==> src/rfa_pkg.sv <==
// rfa_pkg: offsets, reset values, field layouts and carrier types for the
// frequency and address configuration register group.
// assumes: an 8-bit register port decoded from the serial configuration port.
package rfa_pkg;

  localparam int unsigned ADDR_W = 6;
  localparam int unsigned DATA_W = 8;

  // register offsets
  localparam logic [5:0] OFS_FILTER_CTRL = 6'h07;
  localparam logic [5:0] OFS_PKT_AUTO    = 6'h08;
  localparam logic [5:0] OFS_NODE_MATCH  = 6'h09;
  localparam logic [5:0] OFS_SLOT_SEL    = 6'h0a;
  localparam logic [5:0] OFS_CTRL_IF     = 6'h0b;
  localparam logic [5:0] OFS_CTRL_TRIM   = 6'h0c;
  localparam logic [5:0] OFS_BASE_HIGH   = 6'h0d;
  localparam logic [5:0] OFS_BASE_MID    = 6'h0e;
  localparam logic [5:0] OFS_BASE_LOW    = 6'h0f;

  // reset values
  localparam logic [7:0] RST_FILTER_CTRL = 8'h00;
  localparam logic [7:0] RST_PKT_AUTO    = 8'h45;
  localparam logic [7:0] RST_NODE_MATCH  = 8'h00;
  localparam logic [7:0] RST_SLOT_SEL    = 8'h00;
  localparam logic [7:0] RST_CTRL_IF     = 8'h0f;
  localparam logic [7:0] RST_CTRL_TRIM   = 8'h00;
  localparam logic [7:0] RST_BASE_HIGH   = 8'h1e;
  localparam logic [7:0] RST_BASE_MID    = 8'hc4;
  localparam logic [7:0] RST_BASE_LOW    = 8'hec;

  // writable masks; masked bits read as zero
  localparam logic [7:0] MSK_FILTER_CTRL = 8'h03;
  localparam logic [7:0] MSK_PKT_AUTO    = 8'h77;
  localparam logic [7:0] MSK_CTRL_IF     = 8'h1f;
  localparam logic [7:0] MSK_BASE_HIGH   = 8'h3f;

  // broadcast destinations
  localparam logic [7:0] BCAST_ZERO = 8'h00;
  localparam logic [7:0] BCAST_ONES = 8'hff;

  // scaling into base-word units (step of base word is fxosc / 2^16)
  localparam int unsigned BASE_EXP   = 16;
  localparam int unsigned IF_EXP     = 10;
  localparam int unsigned TRIM_EXP   = 14;
  localparam int unsigned IF_SHIFT   = BASE_EXP - IF_EXP;
  localparam int unsigned TRIM_SHIFT = BASE_EXP - TRIM_EXP;
  localparam int unsigned WORD_W     = 24;
  localparam int unsigned SUM_W      = 26;

  typedef enum logic [1:0] {
    RFA_FILT_OFF   = 2'b00,
    RFA_FILT_NODE  = 2'b01,
    RFA_FILT_ZERO  = 2'b10,
    RFA_FILT_BOTH  = 2'b11
  } rfa_filter_t;

  typedef struct packed {
    logic [5:0] addr;
    logic       wr;
    logic       rd;
    logic [7:0] wdata;
  } rfa_reg_req_t;

  typedef struct packed {
    logic       valid;
    logic [7:0] addr_byte;
  } rfa_rx_addr_t;

endpackage : rfa_pkg

==> src/rfa_synth_base_word_addr_cfg.sv <==
// rfa_synth_base_word_addr_cfg: node address, channel, intermediate offset, trim and
// synthesizer base word registers, plus the derived synthesizer word.
// assumes: the serial port front end delivers one-cycle rd/wr strobes and
// the modem supplies channel spacing in base-word units.
`timescale 1ns/10ps
module rfa_synth_base_word_addr_cfg #(
  parameter int unsigned SPACING_W = 16
) (
  // clock and reset
  input  wire logic                  ref_clk,
  input  wire logic                  rst_n,
  // register port
  input  wire rfa_pkg::rfa_reg_req_t reg_req,
  output logic [7:0]                 reg_rdata,
  output logic                       reg_rvalid,
  // modem context
  input  wire logic                  rx_active,
  input  wire logic [SPACING_W-1:0]  slot_spacing,
  input  wire rfa_pkg::rfa_rx_addr_t rx_addr,
  // address verdict
  output logic                       addr_ok,
  output logic                       addr_ok_valid,
  // synthesizer and mixer
  output logic [23:0]                synth_word,
  output logic [4:0]                 mixer_if_word,
  output logic [1:0]                 filter_select,
  output logic [7:0]                 packet_automation_control
);
  import rfa_pkg::*;

  // register storage
  logic [7:0] filter_control;
  logic [7:0] node_match_value;
  logic [7:0] rf_slot_select;
  logic [7:0] synth_control_if;
  logic [7:0] synth_control_trim;
  logic [7:0] synth_base_high_byte;
  logic [7:0] synth_base_mid_byte;
  logic [7:0] synth_base_low_byte;
  logic [7:0] pkt_auto;

  function automatic logic hit(input logic [5:0] a, input logic [5:0] ofs);
    hit = (a == ofs);
  endfunction : hit

  // write decode
  wire wr_filter = reg_req.wr & hit(reg_req.addr, OFS_FILTER_CTRL);
  wire wr_pkt    = reg_req.wr & hit(reg_req.addr, OFS_PKT_AUTO);
  wire wr_node   = reg_req.wr & hit(reg_req.addr, OFS_NODE_MATCH);
  wire wr_slot   = reg_req.wr & hit(reg_req.addr, OFS_SLOT_SEL);
  wire wr_if     = reg_req.wr & hit(reg_req.addr, OFS_CTRL_IF);
  wire wr_trim   = reg_req.wr & hit(reg_req.addr, OFS_CTRL_TRIM);
  wire wr_high   = reg_req.wr & hit(reg_req.addr, OFS_BASE_HIGH);
  wire wr_mid    = reg_req.wr & hit(reg_req.addr, OFS_BASE_MID);
  wire wr_low    = reg_req.wr & hit(reg_req.addr, OFS_BASE_LOW);

  // one short block per register; a write lands at its taking edge
  // filter control; only the mode bits are kept
  always_ff @(posedge ref_clk) begin
    if (!rst_n) begin
      filter_control <= RST_FILTER_CTRL;
    end else if (wr_filter) begin
      filter_control <= reg_req.wdata & MSK_FILTER_CTRL;
    end
  end

  // packet automation copy; reserved bits dropped
  always_ff @(posedge ref_clk) begin
    if (!rst_n) begin
      pkt_auto <= RST_PKT_AUTO;
    end else if (wr_pkt) begin
      pkt_auto <= reg_req.wdata & MSK_PKT_AUTO;
    end
  end

  // node address, full byte
  always_ff @(posedge ref_clk) begin
    if (!rst_n) begin
      node_match_value <= RST_NODE_MATCH;
    end else if (wr_node) begin
      node_match_value <= reg_req.wdata;
    end
  end

  // slot index, unsigned
  always_ff @(posedge ref_clk) begin
    if (!rst_n) begin
      rf_slot_select <= RST_SLOT_SEL;
    end else if (wr_slot) begin
      rf_slot_select <= reg_req.wdata;
    end
  end

  // offset word; upper bits never stored
  always_ff @(posedge ref_clk) begin
    if (!rst_n) begin
      synth_control_if <= RST_CTRL_IF;
    end else if (wr_if) begin
      synth_control_if <= reg_req.wdata & MSK_CTRL_IF;
    end
  end

  // trim stored raw; the sign only matters in the arithmetic
  always_ff @(posedge ref_clk) begin
    if (!rst_n) begin
      synth_control_trim <= RST_CTRL_TRIM;
    end else if (wr_trim) begin
      synth_control_trim <= reg_req.wdata;
    end
  end

  // base high byte; top two bits never stored
  always_ff @(posedge ref_clk) begin
    if (!rst_n) begin
      synth_base_high_byte <= RST_BASE_HIGH;
    end else if (wr_high) begin
      synth_base_high_byte <= reg_req.wdata & MSK_BASE_HIGH;
    end
  end

  // base middle byte
  always_ff @(posedge ref_clk) begin
    if (!rst_n) begin
      synth_base_mid_byte <= RST_BASE_MID;
    end else if (wr_mid) begin
      synth_base_mid_byte <= reg_req.wdata;
    end
  end

  // base low byte; the word changes byte by byte, host must tolerate it
  always_ff @(posedge ref_clk) begin
    if (!rst_n) begin
      synth_base_low_byte <= RST_BASE_LOW;
    end else if (wr_low) begin
      synth_base_low_byte <= reg_req.wdata;
    end
  end

  // read select; unmapped offsets read zero
  // a read beside a write to the same offset sees the old value
  logic [7:0] read_mux;
  always_comb begin
    case (reg_req.addr)
      OFS_FILTER_CTRL: read_mux = filter_control;
      OFS_PKT_AUTO:    read_mux = pkt_auto;
      OFS_NODE_MATCH:  read_mux = node_match_value;
      OFS_SLOT_SEL:    read_mux = rf_slot_select;
      OFS_CTRL_IF:     read_mux = synth_control_if;
      OFS_CTRL_TRIM:   read_mux = synth_control_trim;
      OFS_BASE_HIGH:   read_mux = synth_base_high_byte;
      OFS_BASE_MID:    read_mux = synth_base_mid_byte;
      OFS_BASE_LOW:    read_mux = synth_base_low_byte;
      default:         read_mux = 8'h00;
    endcase
  end

  // frequency arithmetic, all in base-word units
  wire [WORD_W-1:0] base_word = {synth_base_high_byte, synth_base_mid_byte, synth_base_low_byte};
  wire [7:0]        rf_slot_index = rf_slot_select;
  wire [4:0]        intermediate_offset_word = synth_control_if[4:0];
  wire signed [7:0] carrier_trim = synth_control_trim;
  // spacing product is kept full width; overflow past 24 bits wraps like the word
  wire [SPACING_W+7:0] slot_offset = rf_slot_index * slot_spacing;
  wire [SUM_W-1:0]  trim_term = SUM_W'({{(SUM_W-8){carrier_trim[7]}}, carrier_trim}) << TRIM_SHIFT;
  wire [SUM_W-1:0]  if_term = SUM_W'(intermediate_offset_word) << IF_SHIFT;
  wire [SUM_W-1:0]  slot_term = SUM_W'(slot_offset);
  wire [SUM_W-1:0]  next_sum = SUM_W'(base_word) + slot_term + trim_term
                               - (rx_active ? if_term : SUM_W'(0));
  wire [WORD_W-1:0] next_synth_word = next_sum[WORD_W-1:0];

  // address filter
  wire filt_match;
  rfa_addr_filter u_filter (
    .filter_select (rfa_filter_t'(filter_control[1:0])),
    .node_addr     (node_match_value),
    .addr_byte     (rx_addr.addr_byte),
    .match         (filt_match)
  );

  // register port answer; data idles at zero outside a read
  always_ff @(posedge ref_clk) begin
    if (!rst_n) begin
      reg_rdata  <= 8'h00;
      reg_rvalid <= 1'b0;
    end else begin
      reg_rdata  <= reg_req.rd ? read_mux : 8'h00;
      reg_rvalid <= reg_req.rd;
    end
  end

  // modem and synthesizer copies, one cycle behind the registers
  always_ff @(posedge ref_clk) begin
    if (!rst_n) begin
      addr_ok                   <= 1'b0;
      addr_ok_valid             <= 1'b0;
      synth_word                <= 24'h000000;
      mixer_if_word             <= 5'h00;
      filter_select             <= 2'h0;
      packet_automation_control <= 8'h00;
    end else begin
      addr_ok                   <= rx_addr.valid & filt_match;
      addr_ok_valid             <= rx_addr.valid;
      synth_word                <= next_synth_word;
      mixer_if_word             <= intermediate_offset_word;
      filter_select             <= filter_control[1:0];
      packet_automation_control <= pkt_auto;
    end
  end

endmodule : rfa_synth_base_word_addr_cfg

==> src/rfa_addr_filter.sv <==
// rfa_addr_filter: decides whether a received address byte is accepted.
// assumes: inputs steady for the cycle in which the caller samples match.
`timescale 1ns/10ps
module rfa_addr_filter (
  // configuration
  input  wire rfa_pkg::rfa_filter_t filter_select,
  input  wire logic [7:0]           node_addr,
  // received byte
  input  wire logic [7:0]           addr_byte,
  // verdict
  output logic                      match
);
  import rfa_pkg::*;

  wire hit_node = (addr_byte == node_addr);
  wire hit_zero = (addr_byte == BCAST_ZERO);
  wire hit_ones = (addr_byte == BCAST_ONES);

  always_comb begin
    case (filter_select)
      RFA_FILT_OFF:  match = 1'b1;
      RFA_FILT_NODE: match = hit_node;
      RFA_FILT_ZERO: match = hit_node | hit_zero;
      RFA_FILT_BOTH: match = hit_node | hit_zero | hit_ones;
      default:       match = 1'b0;
    endcase
  end

endmodule : rfa_addr_filter

==> config.mk <==
export PLATFORM = sky130hd
export DESIGN_NAME = rfa_synth_base_word_addr_cfg
export DESIGN_NICKNAME = d
export VERILOG_FILES = /design/src/rfa_pkg.sv /design/src/rfa_synth_base_word_addr_cfg.sv /design/src/rfa_addr_filter.sv
export SDC_FILE = /design/constraint.sdc
export NUM_CORES = 1
export LEC_CHECK = 0
export ABC_AREA = 0
export ABC_CLOCK_PERIOD_IN_PS = 13130
export BUFFER_PORTS_ARGS = -buffer_cell sky130_fd_sc_hd__buf_2
export CAP_MARGIN = 20
export CORE_MARGIN = 2
export CORE_UTILIZATION = 55
export DETAILED_ROUTE_END_ITERATION = 8
export HOLD_SLACK_MARGIN = 0.1
export MAX_ROUTING_LAYER = met4
export PLACE_DENSITY = 0.75
export SLEW_MARGIN = 25
export SYNTH_ARGS = -nofsm -noshare
export SYNTH_HDL_FRONTEND = slang
export SYNTH_HIERARCHICAL = 1
export SYNTH_SLANG_ARGS = --single-unit
==> constraint.sdc <==
create_clock -name ref_clk -period 13.13 [get_ports ref_clk]
set_clock_uncertainty 0.05 [all_clocks]
set_input_delay 1.313 -clock ref_clk [delete_from_list [all_inputs] [get_ports ref_clk]]
set_output_delay 1.313 -clock ref_clk [all_outputs]
set_load 0.01 [all_outputs]
==> flow_summary.json <==
{
  "status": "complete, no violations",
  "met1_usage_pct": 36.8,
  "reg2reg_slack_ns": 7.33,
  "worstPathMaxFanout": 8,
  "initial_core_util_pct": 56.3,
  "antenna_left": 0,
  "maxCapViolCount": 0,
  "synth_top_cell_by_area": "fa_1",
  "worst_setup_path_end_kind": "flip-flop",
  "clock-sinks": 107,
  "worst_slew_pin_slew_ns": 1.01,
  "die_h_um": 137,
  "dp_hpwl_um": 18000,
  "rows": 48,
  "first_iter_violations": 568,
  "clk_root_buffer_cell": "clkbuf_16",
  "synth_enable_flop_cells": 0,
  "ys_seq_area_share_pct": 21.9,
  "synth_top_family_by_area": "adder cells",
  "nets": 1359,
  "ys_ff_latch": 107,
  "synth.area.mux_share_pct": 6.75,
  "grt_pass1_wl_um": 38800,
  "min-delay-path-class": "flip-flop to flip-flop",
  "period_needed_ns": 6.03,
  "crit_type": "input port to flip-flop",
  "clk_pin_slew_ns": 0.08,
  "syn_inst": 1081,
  "numCtsBuffers": 9,
  "tritoncts": "built",
  "grt_setup_unrepaired": "no",
  "pin_count": 94,
  "die_w_um": 137,
  "area_delta_synth_final_pct": 8.80,
  "io_buffers": 91,
  "cp.arrival_ns": 6.28,
  "p_leak_nw": 5.22,
  "seq_area_um2": 2140,
  "critPathLaunchType": "input port",
  "multi_input_area_um2": 6710,
  "use_met3_pct": 4.08,
  "synth_area_um2": 9770,
  "avgSynthCellArea_um2": 9.03,
  "power_density_nw_per_um2": 75.3,
  "vias": 7582,
  "synthAdderAreaFrac_pct": 34.2,
  "synth_compound_area_share_pct": 7.47,
  "htreeDepth": 3,
  "totalWireLength_um": 23400,
  "grt_pass1_vias": 7564,
  "postCtsSetupBuffers": 0,
  "holdBufCountCts": 0,
  "via_per_inst": 5.59,
  "die_area_um2": 18800,
  "max_freq_mhz": 166,
  "grt_usage_pct": 27.7,
  "insertion_delay_ns": 0.36,
  "drtPass1Iterations": 5,
  "cts_buffer_depth": 2,
  "fillers": 1485,
  "synthXorXnorAreaFrac_pct": 1.88,
  "wl_per_cell_um": 17.3,
  "busiest_layer": "met2",
  "yosysWarnings": 6,
  "finalHoldViolations": 0,
  "ys.flop_type": "dfxtp_1",
  "place.gp.congestion": 0.952,
  "yosys.area_share.simple_pct": 18.3,
  "async_flop_share_pct": 0,
  "drv_slew": 0,
  "cp.required_ns": 13.38,
  "route.detailed.drc": 0,
  "instances_no_fill": 1357,
  "ir_drop_mv": 0.0634,
  "slew_headroom_pct": 32.5,
  "drive_above_1_share_pct": 11.5,
  "tns_ns": 0,
  "grt_max_degree": 112,
  "core_area_um2": 17400,
  "antenna-diode-count": 0,
  "cts_resized": 0,
  "numPlacedInstances": 1341,
  "synth_area_leaders": "fa_1 27%, dfxtp_1 22%, ha_1 7.2%",
  "gr-total-overflow": 0,
  "setup_viol": 0,
  "whs_ns": 0.455,
  "synth.distinct_cells": 61,
  "antenna_found_initial": 0,
  "synth.top_cell.area_share_pct": 27.1,
  "globalRouteMet2Util_pct": 43.5,
  "fin_crit_sh_pct": 45.9
}
==> synth_stat cells (all sizes together), types with 2 or more instances <==
master	number
a211oi	2
a21boi	10
a21o	4
a21oi	26
a221oi	3
a22o	5
a22oi	7
a311oi	2
a31oi	8
and2	63
and3	10
and3b	4
buf	17
clkbuf	43
dfxtp	107
fa	132
ha	56
inv	179
mux2	5
mux2i	49
mux4	5
nand2	172
nand2b	10
nand3	26
nand4	5
nand4b	2
nor2	21
nor2b	33
nor3	6
o211ai	8
o21a	3
o21ai	16
o221ai	2
o32ai	2
or3	2
or4	2
xnor2	19
xor2	2
==> layout by cell type (no fill, tap or decap), drive strengths merged, types with 9 or more instances in the layout <==
cell type	Yosys	routed
o21ai	16	16
nand3	26	26
clkbuf	43	9
nor2	21	21
nor2b	33	33
nand2	172	172
buf	17	94
dfxtp	107	107
a21boi	10	10
fa	132	132
and2	63	63
a21oi	26	26
inv	179	181
xnor2	19	19
and3	10	10
nand2b	10	10
ha	56	56
mux2i	49	49
==> kinds of logic after synthesis <==
group | after synthesis
flops | 107
simple gates | 361
xor+xnor | 21
fa+ha+maj | 188
compound gates | 105
other cells | 1
mux | 59
buf+inv | 239
==> path summary, 6_finish.rpt <==
path	start	end	cells after the start
hold reg to reg	pkt_auto[2]	packet_automation_control[2]	1
setup / recovery	slot_spacing[4]	synth_word[16]	18
hold / removal	pkt_auto[2]	packet_automation_control[2]	1
setup reg to reg	rf_slot_index[0]	synth_word[16]	16
==> layout make-up <==
cell class | instances | share of cell area (%)
clock buffers | 9 | 2.12
clock inverters | 7 | 1.11
inverters | 179 | 6.32
multi-input cells | 736 | 63.1
flip-flops and latches | 107 | 20.2
well taps | 225 | 2.65
repair buffers | 94 | 4.50
==> report_power, final <==
part,internal (W),switching (W),leakage (nW)
logic,0.0000603,0.0000863,4.18
clock network,0.000172,0.000141,0.167
registers,0.000336,0.00000383,0.872
==> sequential cells by signal, indices dropped and copies added, names as in the netlist <==
| name | cells |
|---|---|
| addr_ok | 1 |
| addr_ok_valid | 1 |
| carrier_trim | 8 |
| filter_control | 2 |
| filter_select | 2 |
| mixer_if_word | 5 |
| node_match_value | 8 |
| packet_automation_control | 6 |
| pkt_auto | 6 |
| reg_rdata | 8 |
| reg_rvalid | 1 |
| rf_slot_index | 8 |
| synth_base_high_byte | 6 |
| synth_base_low_byte | 8 |
| synth_base_mid_byte | 8 |
| synth_control_if | 5 |
| synth_word | 24 |
==> stage by stage <==
step / cell area, um2 / setup WS (ns) / total power (W) / util [%]
4_1_cts: 10600 / 7.17 / 0.000804 / 61.2
6_report: 10600 / 7.10 / 0.000800 / 61.2
3_3_place_gp: 10300 / 6.88 / 0.000492 / 59.2
3_5_place_dp: 10300 / 6.83 / 0.000494 / 59.2
2_1_floorplan: 9770 / 7.13 / 0.000449 / -
5_1_grt: 10600 / 6.89 / 0.000834 / 61.2
==> per-layer routing <==
metal,part of all wire (%),routed length (um)
met2,47,11000
met4,3.3,762
met5,0,0
met1,43,10000
met3,6.9,1610
==> worst max-delay path, stage by stage <==
cell	delay [ns]
buf_2	0.15
and2_1	0.18
fa_1	0.53
inv_1	0.05
fa_1	0.53
inv_1	0.05
fa_1	0.46
fa_1	0.50
inv_1	0.05
fa_1	0.48
inv_1	0.04
ha_1	0.37
and3_2	0.24
a221oi_4	0.09
nor4_1	0.60
nor2_1	0.18
o21ai_0	0.25
mux2i_1	0.20
No activity file was read; power rests on OpenSTA's default activity.
